`src/hw/ptd_pkg.sv`:
```
// Constants for the bus phase decoder front end.
// Assumes all bus pins are sampled synchronous to sys_clk.
// Contract
// - Address phase, then at least one data phase
// - First FRAME low cycle is address phase (the code ignores a FRAME low in the turnaround cycle after the last transfer)
// - Data phase completes only when both ready low
// - Shared lines demuxed into address or data
// - Address phase command: 0000 ack, 0001 special
// - Data phase lanes: bit0 LSB, bit3 MSB
package ptd_pkg;
    localparam int AD_W = 32;
    localparam int CBE_W = 4;
    localparam logic [3:0] CMD_INT_ACK = 4'h0;
    localparam logic [3:0] CMD_SPECIAL = 4'h1;
    localparam logic [31:0] ADDR_RST = 32'h0000_0000;
    localparam logic [31:0] DATA_RST = 32'h0000_0000;
    localparam logic [3:0] BE_RST = 4'h0;
    localparam logic [3:0] CMD_RST = 4'hf;

    typedef enum logic [1:0] {PTD_IDLE, PTD_DATA, PTD_TURN} ptd_state_e;
endpackage : ptd_pkg

```
`src/hw/ptd_phase_decode.sv`:
```
// Bus phase decoder: splits the shared lines into address, command,
// data and byte lanes. Assumes a well-behaved initiator on the far side.
`timescale 1ns/10ps
module ptd_phase_decode #(
    parameter int AD_W = ptd_pkg::AD_W
) (
    // Clock and reset
    input wire logic sys_clk,
    input wire logic rst,
    input wire logic clk_en,
    // Bus side
    input wire logic [AD_W-1:0] ad_in,
    input wire logic [3:0] cbe_n,
    input wire logic frame_n,
    input wire logic irdy_n,
    input wire logic trdy_n,
    // User side
    output logic addr_phase,
    output logic [AD_W-1:0] addr,
    output logic [3:0] cmd,
    output logic is_int_ack,
    output logic is_special,
    output logic data_valid,
    output logic [AD_W-1:0] data,
    output logic [3:0] byte_en,
    output logic in_txn
);
    // Four lane enables only cover a 32-bit word; wider lines need a new lane map
    if (AD_W != 32) begin : g_bad_width
        $error("ptd_phase_decode serves only 32-bit lines");
    end

    // Both ready lines low: the only cycles that move a word
    function automatic logic both_ready(input logic rdy_a_n, input logic rdy_b_n);
        return ~rdy_a_n & ~rdy_b_n;
    endfunction : both_ready

    // Lane enables arrive active low; users see them active high
    function automatic logic [3:0] lanes_on(input logic [3:0] be_n);
        return ~be_n;
    endfunction : lanes_on

    typedef struct packed {
        ptd_pkg::ptd_state_e st;
        logic addr_phase;
        logic [AD_W-1:0] addr;
        logic [3:0] cmd;
        logic data_valid;
        logic [AD_W-1:0] data;
        logic [3:0] byte_en;
        logic int_ack;
        logic special;
    } ptd_s;

    // Whole state in one register; next_r is its next value
    ptd_s r;
    ptd_s next_r;

    logic frame_act;
    logic xfer;
    assign frame_act = ~frame_n;
    assign xfer = both_ready(irdy_n, trdy_n);

    always_comb begin
        next_r = r;
        next_r.addr_phase = 1'b0;
        next_r.data_valid = 1'b0;
        case (r.st)
            ptd_pkg::PTD_IDLE: begin
                if (frame_act) begin
                    next_r.st = ptd_pkg::PTD_DATA;
                    next_r.addr_phase = 1'b1;
                    next_r.addr = ad_in;
                    next_r.cmd = cbe_n;
                    // Decoded here so the flags leave straight from flip-flops
                    next_r.int_ack = (cbe_n == ptd_pkg::CMD_INT_ACK);
                    next_r.special = (cbe_n == ptd_pkg::CMD_SPECIAL);
                end
            end
            ptd_pkg::PTD_DATA: begin
                // Wait cycles (either ready high) pass with nothing captured
                if (xfer) begin
                    next_r.data_valid = 1'b1;
                    next_r.data = ad_in;
                    next_r.byte_en = lanes_on(cbe_n);
                end
                // Last phase: FRAME released, wait for the final transfer
                if (!frame_act && xfer) begin
                    next_r.st = ptd_pkg::PTD_TURN;
                end
            end
            ptd_pkg::PTD_TURN: begin
                // One idle cycle so a back-to-back FRAME is not taken as data
                next_r.st = ptd_pkg::PTD_IDLE;
            end
            default: next_r.st = ptd_pkg::PTD_IDLE;
        endcase
    end

    // Reset wins over the enable so a frozen block still clears
    always_ff @(posedge sys_clk) begin
        if (rst) begin
            r.st <= ptd_pkg::PTD_IDLE;
            r.addr_phase <= 1'b0;
            r.addr <= ptd_pkg::ADDR_RST;
            r.cmd <= ptd_pkg::CMD_RST;
            r.data_valid <= 1'b0;
            r.data <= ptd_pkg::DATA_RST;
            r.byte_en <= ptd_pkg::BE_RST;
            r.int_ack <= (ptd_pkg::CMD_RST == ptd_pkg::CMD_INT_ACK);
            r.special <= (ptd_pkg::CMD_RST == ptd_pkg::CMD_SPECIAL);
        end else if (clk_en) begin
            r <= next_r;
        end
    end

    // Pulses and words all leave straight from the state register
    assign addr_phase = r.addr_phase;
    assign addr = r.addr;
    assign cmd = r.cmd;
    assign is_int_ack = r.int_ack;
    assign is_special = r.special;
    assign data_valid = r.data_valid;
    assign data = r.data;
    assign byte_en = r.byte_en;
    assign in_txn = (r.st == ptd_pkg::PTD_DATA);

    property p_addr_capture;
        @(posedge sys_clk) disable iff (rst)
        (clk_en && r.st == ptd_pkg::PTD_IDLE && !frame_n)
            |=> (addr_phase && addr == $past(ad_in) && cmd == $past(cbe_n));
    endproperty
    a_addr_capture: assert property (p_addr_capture) else $error("address not captured");

    // A frozen pulse stays up, so only fresh ones are traced back
    property p_data_only_on_xfer;
        @(posedge sys_clk) disable iff (rst)
        data_valid && $past(clk_en) |-> $past(in_txn && both_ready(irdy_n, trdy_n));
    endproperty
    a_data_only_on_xfer: assert property (p_data_only_on_xfer) else $error("bad data");

    property p_data_capture;
        @(posedge sys_clk) disable iff (rst)
        (clk_en && in_txn && !irdy_n && !trdy_n)
            |=> (data_valid && data == $past(ad_in));
    endproperty
    a_data_capture: assert property (p_data_capture) else $error("data lost");

    property p_lanes;
        @(posedge sys_clk) disable iff (rst)
        (clk_en && in_txn && !irdy_n && !trdy_n) |=> byte_en == ~$past(cbe_n);
    endproperty
    a_lanes: assert property (p_lanes) else $error("lane map wrong");

    // Flags must match the code on the lines at the capture edge
    property p_cmd_decode;
        @(posedge sys_clk) disable iff (rst)
        addr_phase && $past(clk_en)
            |-> (is_int_ack == ($past(cbe_n) == 4'h0))
            && (is_special == ($past(cbe_n) == 4'h1));
    endproperty
    a_cmd_decode: assert property (p_cmd_decode) else $error("command decode wrong");

    // One pulse per address phase, then a data-phase cycle follows
    property p_addr_then_data;
        @(posedge sys_clk) disable iff (rst)
        addr_phase && clk_en |-> in_txn && !data_valid ##1 !addr_phase;
    endproperty
    a_addr_then_data: assert property (p_addr_then_data) else $error("phase order");

    // Outside a transaction no word may be reported
    property p_no_data_idle;
        @(posedge sys_clk) disable iff (rst)
        $past(!in_txn && clk_en) |-> !data_valid;
    endproperty
    a_no_data_idle: assert property (p_no_data_idle) else $error("data outside txn");

    // Enable low must hold every bit of state, pulses included
    property p_freeze;
        @(posedge sys_clk) disable iff (rst)
        !clk_en |=> $stable(r);
    endproperty
    a_freeze: assert property (p_freeze) else $error("state moved while frozen");

    // No frame, no address phase
    property p_idle_quiet;
        @(posedge sys_clk) disable iff (rst)
        clk_en && r.st == ptd_pkg::PTD_IDLE && frame_n |=> !addr_phase && !in_txn;
    endproperty
    a_idle_quiet: assert property (p_idle_quiet) else $error("phase without frame");

    // A frame raised during turnaround belongs to no transaction
    property p_turn_refuse;
        @(posedge sys_clk) disable iff (rst)
        clk_en && r.st == ptd_pkg::PTD_TURN |=> !addr_phase && !in_txn && !data_valid;
    endproperty
    a_turn_refuse: assert property (p_turn_refuse) else $error("turnaround not idle");

    // Wait cycles keep the transaction open and report nothing
    property p_wait_hold;
        @(posedge sys_clk) disable iff (rst)
        clk_en && in_txn && !both_ready(irdy_n, trdy_n) |=> in_txn && !data_valid;
    endproperty
    a_wait_hold: assert property (p_wait_hold) else $error("wait cycle moved data");

    // A transfer with the frame released is the last one
    property p_end_on_last;
        @(posedge sys_clk) disable iff (rst)
        clk_en && in_txn && frame_n && both_ready(irdy_n, trdy_n) |=> !in_txn;
    endproperty
    a_end_on_last: assert property (p_end_on_last) else $error("last phase missed");

    // Captured words stay put until the next capture
    property p_addr_hold;
        @(posedge sys_clk) disable iff (rst)
        clk_en && !(r.st == ptd_pkg::PTD_IDLE && !frame_n) |=> $stable(addr) && $stable(cmd);
    endproperty
    a_addr_hold: assert property (p_addr_hold) else $error("address changed");

    property p_data_hold;
        @(posedge sys_clk) disable iff (rst)
        clk_en && !(in_txn && both_ready(irdy_n, trdy_n))
            |=> $stable(data) && $stable(byte_en);
    endproperty
    a_data_hold: assert property (p_data_hold) else $error("data changed");
endmodule : ptd_phase_decode

```
`config.mk`:
```
export PLATFORM = sky130hd
export DESIGN_NAME = ptd_phase_decode
export DESIGN_NICKNAME = d
export VERILOG_FILES = /design/src/hw/ptd_pkg.sv /design/src/hw/ptd_phase_decode.sv
export SDC_FILE = /design/constraint.sdc
export NUM_CORES = 1
export LEC_CHECK = 0
export BUFFER_PORTS_ARGS = -buffer_cell sky130_fd_sc_hd__buf_2
export CAP_MARGIN = 20
export CORE_MARGIN = 8
export CORE_UTILIZATION = 45
export CTS_CLUSTER_SIZE = 20
export DETAILED_ROUTE_END_ITERATION = 7
export PLACE_DENSITY = 0.71
export SYNTH_ARGS = -nofsm -noshare
export SYNTH_HDL_FRONTEND = slang
export SYNTH_SLANG_ARGS = --single-unit
```
`constraint.sdc`:
```
create_clock -name sys_clk -period 1.9 [get_ports sys_clk]
set_input_delay 0.19 -clock sys_clk [delete_from_list [all_inputs] [get_ports sys_clk]]
set_output_delay 0.19 -clock sys_clk [all_outputs]
set_load 0.02 [all_outputs]
```
==> results.yml, run 1 <==
outcome:
  status: "complete, no violations"
routing:
  wirelength_mm: 7.59
  met2_length_mm: 3.36
  ant_nets: 0
  routed.top_layer: "met4"
  wl_per_cell_um: 13.5
  dr_total_vias: 2632
  via_per_inst: 4.67
  dr.pass1.iters: 4
  dr_wl_met3_um: 749
  drt-initial-drc-count: 58
  drc: 0
  wl_met1_mm: 3.40
critical_path:
  cp_top_family: "simple AND/OR/NAND/NOR gates"
  cp.required_ps: 2170
  worstPathMaxFanout: 10
  worstPathCellList: "nor2b_1 > and3_2 > buf_4 > mux2i_1"
  max_stage_delay_ps: 430
  arrival_ps: 1840
  critPathCaptureType: "flop"
  start_kind: "flop"
  crit_type: "reg2reg"
  critPathSlowestCell: "and3_2"
  worst-path-buf-inv: 1
placed_design:
  placed_area_sq_mm: 0.00362
  dpl.hpwl_mm: 5.56
  port_buffers: 118
  place.gp.congestion: 0.739
synthesis:
  synth.area.top_cells: "dfxtp_1 45%, buf_4 16%, nand2_1 15%, mux2i_1 9.2%, a21oi_1 5.0%"
  syn_inst: 415
  syn_nets: 457
  synth_area_sq_mm: 0.00349
  ys_seq_area_share_pct: 44.7
  avgSynthCellArea_sq_um: 8.41
  yosysTopAreaCell: "dfxtp_1"
  yosys.area.top_type_share_pct: 44.7
  synth_cell_types: 26
  yosysWarnings: 0
  yosys_register_bits: 78
sta:
  setup_viol: 0
  clock_skew_ps: 6.69
  fin_crit_ps: 1570
  fin_crit_sh_pct: 82.6
  slew_violations: 0
  finalSetupTns_ps: 0
  max_freq_mhz: 637
  relSlewSlack_pct: 68.5
  holdWs_ps: 92.5
  finalHoldViolCount: 0
  worst_pin_slew_ps: 473
  rsz0062_at_grt: "false"
final_layout:
  syn_to_final_growth_pct: 9.75
  finalInstanceArea_sq_mm: 0.00383
  drive_gt1_share_pct: 31.6
  fin_nets: 499
  final_util_pct: 50.4
  insertedDiodeCount: 0
global_route:
  grt.overflow.total: 0
  grt_pass1_vias: 2700
  antenna_found_initial: 0
  track_usage_pct: 14.0
  grt_pass1_wl_mm: 12.8
  grt_max_degree: 46
cts:
  clk_path_buf_depth: 2
  post-cts-setup-buffers: 0
  cts_hold_buf: 0
  cts-root-buf: "clkbuf_8"
  cts_htree_levels: 3
  insertion_delay_ps: 340
  cts_tree: "built"
  clock_sinks: 78
  cts_buffers: 9
  clkSlewWorstSetupHoldPaths_ps: 80
  cts.repair.resized: 0
power:
  p_leak_nw: 1.75
  totalPowerFinal_w: 0.00343
  vdd_ir_drop_max_mv: 0.443
  p_per_area_mw_per_mm2: 895
die:
  die_area_sq_mm: 0.0108
  start_util_pct: 45.9
  io_pins: 119
  die-height_um: 104
  row_count: 32
  die_w_um: 104
  coreArea_sq_mm: 0.00761
run:
  cap_violations: 0
min_path:
  hold_path.class: "in2reg"
[metrics by stage]
stage	instances	worst slack, ps
3_3_place_gp	548	402
5_1_grt	564	218
4_1_cts	564	321
2_1_floorplan	415	292
3_5_place_dp	548	329
6_report	564	330
[kinds of logic after synthesis]
logic type	Yosys count	synth area share, %
AND/OR/NAND/NOR	162	18.8
multiplexers	36	10.5
AO/OA/AOI/OAI	40	6.06
buffers and inverters	99	19.9
flip-flops	78	44.7
[worst paths after layout]
kind                                 start         end  slack [ps]  cells after the start
worst max-delay path                 r[76]    data[13]         330                      4
worst min-delay path             ad_in[29]    addr[29]          90                      3
worst max register to register       r[76]    data[13]         330                      4
worst min register to register  is_special  is_special         450                      2
[cell usage in the layout (no fill, tap or decap), drive strengths merged, types with 4 or more instances in the layout]
| cell type | count |
|---|---|
| nand3 | 5 |
| mux2i | 32 |
| a21oi | 35 |
| buf | 128 |
| nor2 | 6 |
| clkbuf | 12 |
| nor2b | 6 |
| nand2 | 138 |
| dfxtp | 78 |
| mux2 | 4 |
[synthesized netlist by cell type]
cell type  count
or4b_4         1
clkbuf_1      12
nand3b_1       1
nand2b_1       1
a31o_1         1
a32o_1         1
nor4b_1        1
buf_2          4
mux2_1         4
inv_1          1
dfxtp_1       78
buf_4         75
mux2i_1       32
inv_2          1
o21ai_0        2
nand3_1        5
a21oi_1       35
nor3b_1        1
buf_1          1
and3_1         1
o21a_1         1
nor3_1         1
nor2b_1        6
nor2_1         6
nand2_1      138
buf_6          5
[tightest hold or removal path: stages]
cell and delay (ps):
buf_2 100, nand2_1 50, a21oi_1 50
[power breakdown]
group	internal [W]	switching, W
combinational	0.000135	0.000239
sequential	0.00169	0.0000275
clock	0.000773	0.000567
total	0.00260	0.000834
[layer usage]
metal	global-route usage [%]	vias to the layer above
met1	15.8	1209
met4	5.27	0
li1	-	1336
met5	0	-
met2	22.7	80
met3	6.51	7
[final cells by class]
type / instances / area [sq um]
Multi-Input combinational cell: 238 / 1240
Sequential cell: 78 / 1560
Inverter: 2 / 7.51
Fill cell: 790 / 3770
Clock inverter: 4 / 70.1
Timing Repair Buffer: 128 / 678
Tap cell: 102 / 128
Clock buffer: 12 / 145
[state kept, by name, summed over array words and instances, names as in the netlist, 2 cells and up]
| signal | cells |
|---|---|
| addr | 32 |
| cmd | 4 |
| r | 2 |
| data | 32 |
| byte_en | 4 |
No activity file was read; power rests on OpenSTA's default activity.
==> run 2: changes to the inputs <==
==> constraint.sdc (replaced) <==
create_clock -name sys_clk -period 1.5 [get_ports sys_clk]
set_input_delay 0.15 -clock sys_clk [delete_from_list [all_inputs] [get_ports sys_clk]]
set_output_delay 0.15 -clock sys_clk [all_outputs]
set_load 0.02 [all_outputs]
==> run 2 against run 1 <==
  * Count of clock-buffer cells in the layout down 1
  * Register-to-register slack worse by 240 ps
  * Largest power group unchanged
  * Clock power up 9.7%
  * Cell count did not move
  * Setup slack worse by 240 ps
  * Global-route usage up 0.67 points
  * Critical path depth unchanged
  * Critical path type unchanged
==> results.yml, run 2 (same netlist as run 1, synthesis figures left out) <==
cts:
  cts_buffers: 9
  clk_path_buf_depth: 2
  clock_sinks: 78
  clkSlewWorstSetupHoldPaths_ps: 70
  post-cts-setup-buffers: 0
  cts-root-buf: "clkbuf_8"
  cts_htree_levels: 3
  insertion_delay_ps: 340
  cts_tree: "built"
  cts_hold_buf: 0
critical_path:
  r2r_start: "r[77]"
  cp.required_ps: 1770
  endpoint: "is_special"
  start_kind: "flop"
  startpoint: "r[77]"
  critPathCaptureType: "flop"
  worstPathMaxFanout: 18
  reg2reg_to: "is_special"
  reg2reg_depth: 4
  timing.reg2reg.setup_slack_ps: 90
  arrival_ps: 1680
  crit_type: "reg2reg"
routing:
  wl_per_cell_um: 14.6
  drc: 0
  ant_nets: 0
  dr_total_vias: 2672
  dr.pass1.iters: 4
  via_per_inst: 4.74
  wirelength_mm: 8.23
  drt-initial-drc-count: 83
global_route:
  track_usage_pct: 14.7
  antenna_found_initial: 0
  grt_pass1_wl_mm: 13.2
  grt_pass1_vias: 2717
  grt.overflow.total: 0
  grt_max_degree: 40
placed_design:
  dpl.hpwl_mm: 5.83
  port_buffers: 118
  placed_area_sq_mm: 0.00365
  pre_cts_slack_ps: 6.39
  place.gp.congestion: 0.695
final_layout:
  fin_nets: 502
  drive_gt1_share_pct: 32.3
  fillCellCount: 766
  insertedDiodeCount: 0
  finalInstanceArea_sq_mm: 0.00387
  final_common_cell: "nand2_1"
  most-common-layout-cells: "138 x nand2_1, 118 x buf_2, 77 x dfxtp_1"
  syn_to_final_growth_pct: 10.9
  largest_registers: "addr x32, data x32"
sta:
  max_freq_mhz: 711
  finalHoldViolCount: 0
  fin_crit_sh_pct: 93.7
  slew_violations: 0
  clock_skew_ps: 6.96
  rsz0062_at_grt: "true"
  setup_viol: 0
  holdWs_ps: 50.4
  worst_pin_slew_ps: 337
  fin_crit_ps: 1410
  worst_slack_ps: 94.4
  relSlewSlack_pct: 77.5
die:
  start_util_pct: 45.9
  coreArea_sq_mm: 0.00761
  row_count: 32
  die_w_um: 104
  io_pins: 119
  die-height_um: 104
  die_area_sq_mm: 0.0108
power:
  p_leak_nw: 1.76
  p_per_area_mw_per_mm2: 1070
  vdd_ir_drop_max_mv: 0.429
outcome:
  status: "complete, no violations"
min_path:
  hold_path.class: "in2reg"
run:
  cap_violations: 0
[run 2: what timing repair did]
item,CTS,global route
endpoints found under the hold margin,0,0
setup endpoints to repair,3,50
pin swaps,0,1
resized for setup,1,2
cloned,0,2
[run 2: layout make-up]
class	instances	area, sq um	share of cell area (%)
clock buffer	11	141	3.65
clock inverter	2	35.0	0.905
timing repair buffer	130	736	19.0
tap	102	128	3.30
multi-input combinational	239	1260	32.6
sequential	78	1560	40.4
inverter	2	7.51	0.194
[run 2: power by group]
part | switching, W | internal, W | leakage (nW) | total, W
clock | 0.000681 | 0.000785 | 0.0911 | 0.00147
combinational | 0.000318 | 0.000185 | 1.04 | 0.000503
sequential | 0.0000371 | 0.00214 | 0.634 | 0.00218
[run 2: how the worst min path moves through the flow]
stage          startpoint  endpoint  slack, ps  cells past startpoint
3_3_place_gp     cbe_n[1]    cmd[1]        400                      3
4_1_cts          cbe_n[2]    cmd[2]         30                      3
3_5_place_dp     cbe_n[2]    cmd[2]        400                      3
5_1_grt          cbe_n[2]    cmd[2]         40                      3
2_1_floorplan    cbe_n[0]    cmd[0]        270                      2
6_report         cbe_n[2]    cmd[2]         50                      3
[run 2: worst max-delay path: stages (launching register included)]
cell and delay (ps):
dfxtp_1 380, nor4b_2 400, buf_4 300, nand3_1 110, a21oi_1 150
[run 2: stage by stage]
stage | util (%) | TNS [ps] | total power [W] | instances
3_3_place_gp | 48.0 | 0 | 0.00271 | 549
3_5_place_dp | 48.0 | 0 | 0.00272 | 549
2_1_floorplan | - | 0 | 0.00260 | 415
6_report | 50.9 | 0 | 0.00415 | 564
5_1_grt | 50.9 | -130 | 0.00435 | 564
4_1_cts | 50.4 | 0 | 0.00420 | 562
[run 2: per-layer routing]
layer	track usage [%]	vias up	wire length [um]
li1	-	1340	-
met3	5.89	13	710
met2	23.7	100	3690
met1	17.0	1219	3700
met5	0	-	0
met4	5.89	0	136
==> run 3: changes to the inputs <==
--- a/config.mk
+++ b/config.mk
@@ -8,10 +8,10 @@
 export BUFFER_PORTS_ARGS = -buffer_cell sky130_fd_sc_hd__buf_2
 export CAP_MARGIN = 20
 export CORE_MARGIN = 8
-export CORE_UTILIZATION = 45
+export CORE_UTILIZATION = 50
 export CTS_CLUSTER_SIZE = 20
 export DETAILED_ROUTE_END_ITERATION = 7
-export PLACE_DENSITY = 0.71
+export PLACE_DENSITY = 0.78
 export SYNTH_ARGS = -nofsm -noshare
 export SYNTH_HDL_FRONTEND = slang
 export SYNTH_SLANG_ARGS = --single-unit
==> run 3 against run 2 <==
  * Routed wire length down 3.7%
  * Maximum frequency is 1.8% lower
  * Critical path depth fell by 1
  * Combinational power about the same
  * Die area fell by 8.5%
  * Clock power rose by 11%
  * Cell count down 0.53%
  * Total power grew 4.0%
  * Via count up 0.52%
  * Setup slack worse by 25 ps
  * Largest cell class unchanged
==> results.yml, run 3 (same netlist as run 1, synthesis figures left out) <==
outcome:
  status: "complete, no violations"
power:
  vdd_ir_drop_max_mv: 0.537
  p_leak_nw: 1.79
  p_per_area_mw_per_mm2: 1110
  seqPwrFrac_pct: 50.4
  p_comb_share_pct: 11.7
  clockPowerShare_pct: 37.9
  p_switching_w: 0.00107
  swShare_pct: 24.7
  p_int_w: 0.00325
die:
  die_w_um: 99.6
  coreArea_sq_mm: 0.00679
  start_util_pct: 51.4
  io_pins: 119
  row_count: 30
  die-height_um: 99.6
  die_area_sq_mm: 0.00991
sta:
  relSlewSlack_pct: 69.9
  rsz0062_at_grt: "false"
  worst_slack_ps: 69.1
  slew_violations: 0
  fin_crit_sh_pct: 95.4
  finalSetupTns_ps: 0
  finalHoldViolCount: 0
  worst_pin_slew_ps: 451
  fin_crit_ps: 1430
  clock_skew_ps: 6.56
  setup_viol: 0
  max_freq_mhz: 699
critical_path:
  reg2reg_depth: 3
  worstPathMaxFanout: 39
  critPathCaptureType: "flop"
  arrival_ps: 1660
  start_kind: "flop"
  cp.required_ps: 1720
  timing.reg2reg.setup_slack_ps: 70
  crit_type: "reg2reg"
  reg2reg_to: "addr[23]"
  r2r_start: "r[76]"
cts:
  clock_sinks: 78
  insertion_delay_ps: 340
  clkSlewWorstSetupHoldPaths_ps: 80
  clk_path_buf_depth: 2
  cts_htree_levels: 3
  post-cts-setup-buffers: 0
  cts_hold_buf: 0
  cts_buffers: 9
  cts-root-buf: "clkbuf_8"
  cts_tree: "built"
global_route:
  grt_max_degree: 40
  grt_pass1_wl_mm: 13.0
  track_usage_pct: 16.1
  grt.overflow.total: 0
  grt_pass1_vias: 2695
  antenna_found_initial: 0
placed_design:
  dpl.hpwl_mm: 5.82
  port_buffers: 118
  pre_cts_slack_ps: 29.1
  place.gp.congestion: 0.743
  placed_area_sq_mm: 0.00367
min_path:
  hold_end: "addr[29]"
  hold_depth: 3
  min_from: "ad_in[29]"
  hold_path.class: "in2reg"
routing:
  dr.pass1.iters: 4
  drt-initial-drc-count: 107
  wl_per_cell_um: 14.1
  wirelength_mm: 7.92
  dr_total_vias: 2686
  ant_nets: 0
  via_per_inst: 4.79
  drc: 0
final_layout:
  largest_registers: "addr x32, data x32"
  syn_to_final_growth_pct: 11.3
  final_common_cell: "nand2_1"
  insertedDiodeCount: 0
  fin_nets: 503
  drive_gt1_share_pct: 32.7
  finalInstanceArea_sq_mm: 0.00388
  most-common-layout-cells: "137 x nand2_1, 118 x buf_2, 78 x dfxtp_1"
run:
  cap_violations: 0
[run 3: power groups by stage]
stage / registers [W] / clock network [W] / logic (W)
CTS: 0.00217 / 0.00168 / 0.000505
detailed placement: 0.00222 / 0 / 0.000504
global route: 0.00218 / 0.00176 / 0.000555
global placement: 0.00222 / 0 / 0.000492
finish: 0.00218 / 0.00163 / 0.000504
floorplan: 0.00222 / 0 / 0.000384
[run 3: worst max-delay path by stage]
stage                      from         end  slack (ps)  cells past startpoint
after global placement    r[77]     addr[3]          70                      3
after CTS                 r[77]      cmd[2]          20                      3
after global routing      r[76]      cmd[2]           2                      3
after floorplan           r[76]  byte_en[0]          20                      5
after detailed placement  r[77]      cmd[2]          30                      3
final                     r[76]    addr[23]          70                      3
[run 3: timing repair]
action                                  CTS  global route
resized for setup                         0             3
hold endpoints to repair                  0             0
endpoints found under the setup margin    0            26
[run 3: worst max-delay path, stage by stage (launching register included)]
cell and delay [ps]:
dfxtp_1 330, or4b_4 760, nand2_1 160, a21oi_1 80
[run 3: area by class of cell]
type | count | area [sq um]
clock buffers | 10 | 128
flip-flops and latches | 78 | 1560
well taps | 96 | 120
fillers | 646 | 2910
inverters | 2 | 7.51
multi-input cells | 238 | 1260
repair buffers | 132 | 737
clock inverters | 5 | 75.1
[run 3: per-layer routing]
metal / share of wire [%] / wire [um] / GRT usage, % / vias up
li1: - / - / - / 1340
met1: 44 / 3500 / 18.9 / 1236
met2: 46 / 3640 / 25.9 / 101
met3: 8.7 / 686 / 6.15 / 9
met4: 1.2 / 96 / 5.94 / 0
met5: 0 / 0 / 0 / -
[run 3: stage by stage]
step / utilization, % / instances / hold slack (ps) / total power, W
global route: 57.2 / 561 / 35.3 / 0.00450
CTS: 57.0 / 561 / 36.0 / 0.00436
global placement: 54.0 / 546 / 398 / 0.00271
finish: 57.2 / 561 / 55.8 / 0.00431
floorplan: - / 415 / 274 / 0.00260
detailed placement: 54.0 / 546 / 409 / 0.00273
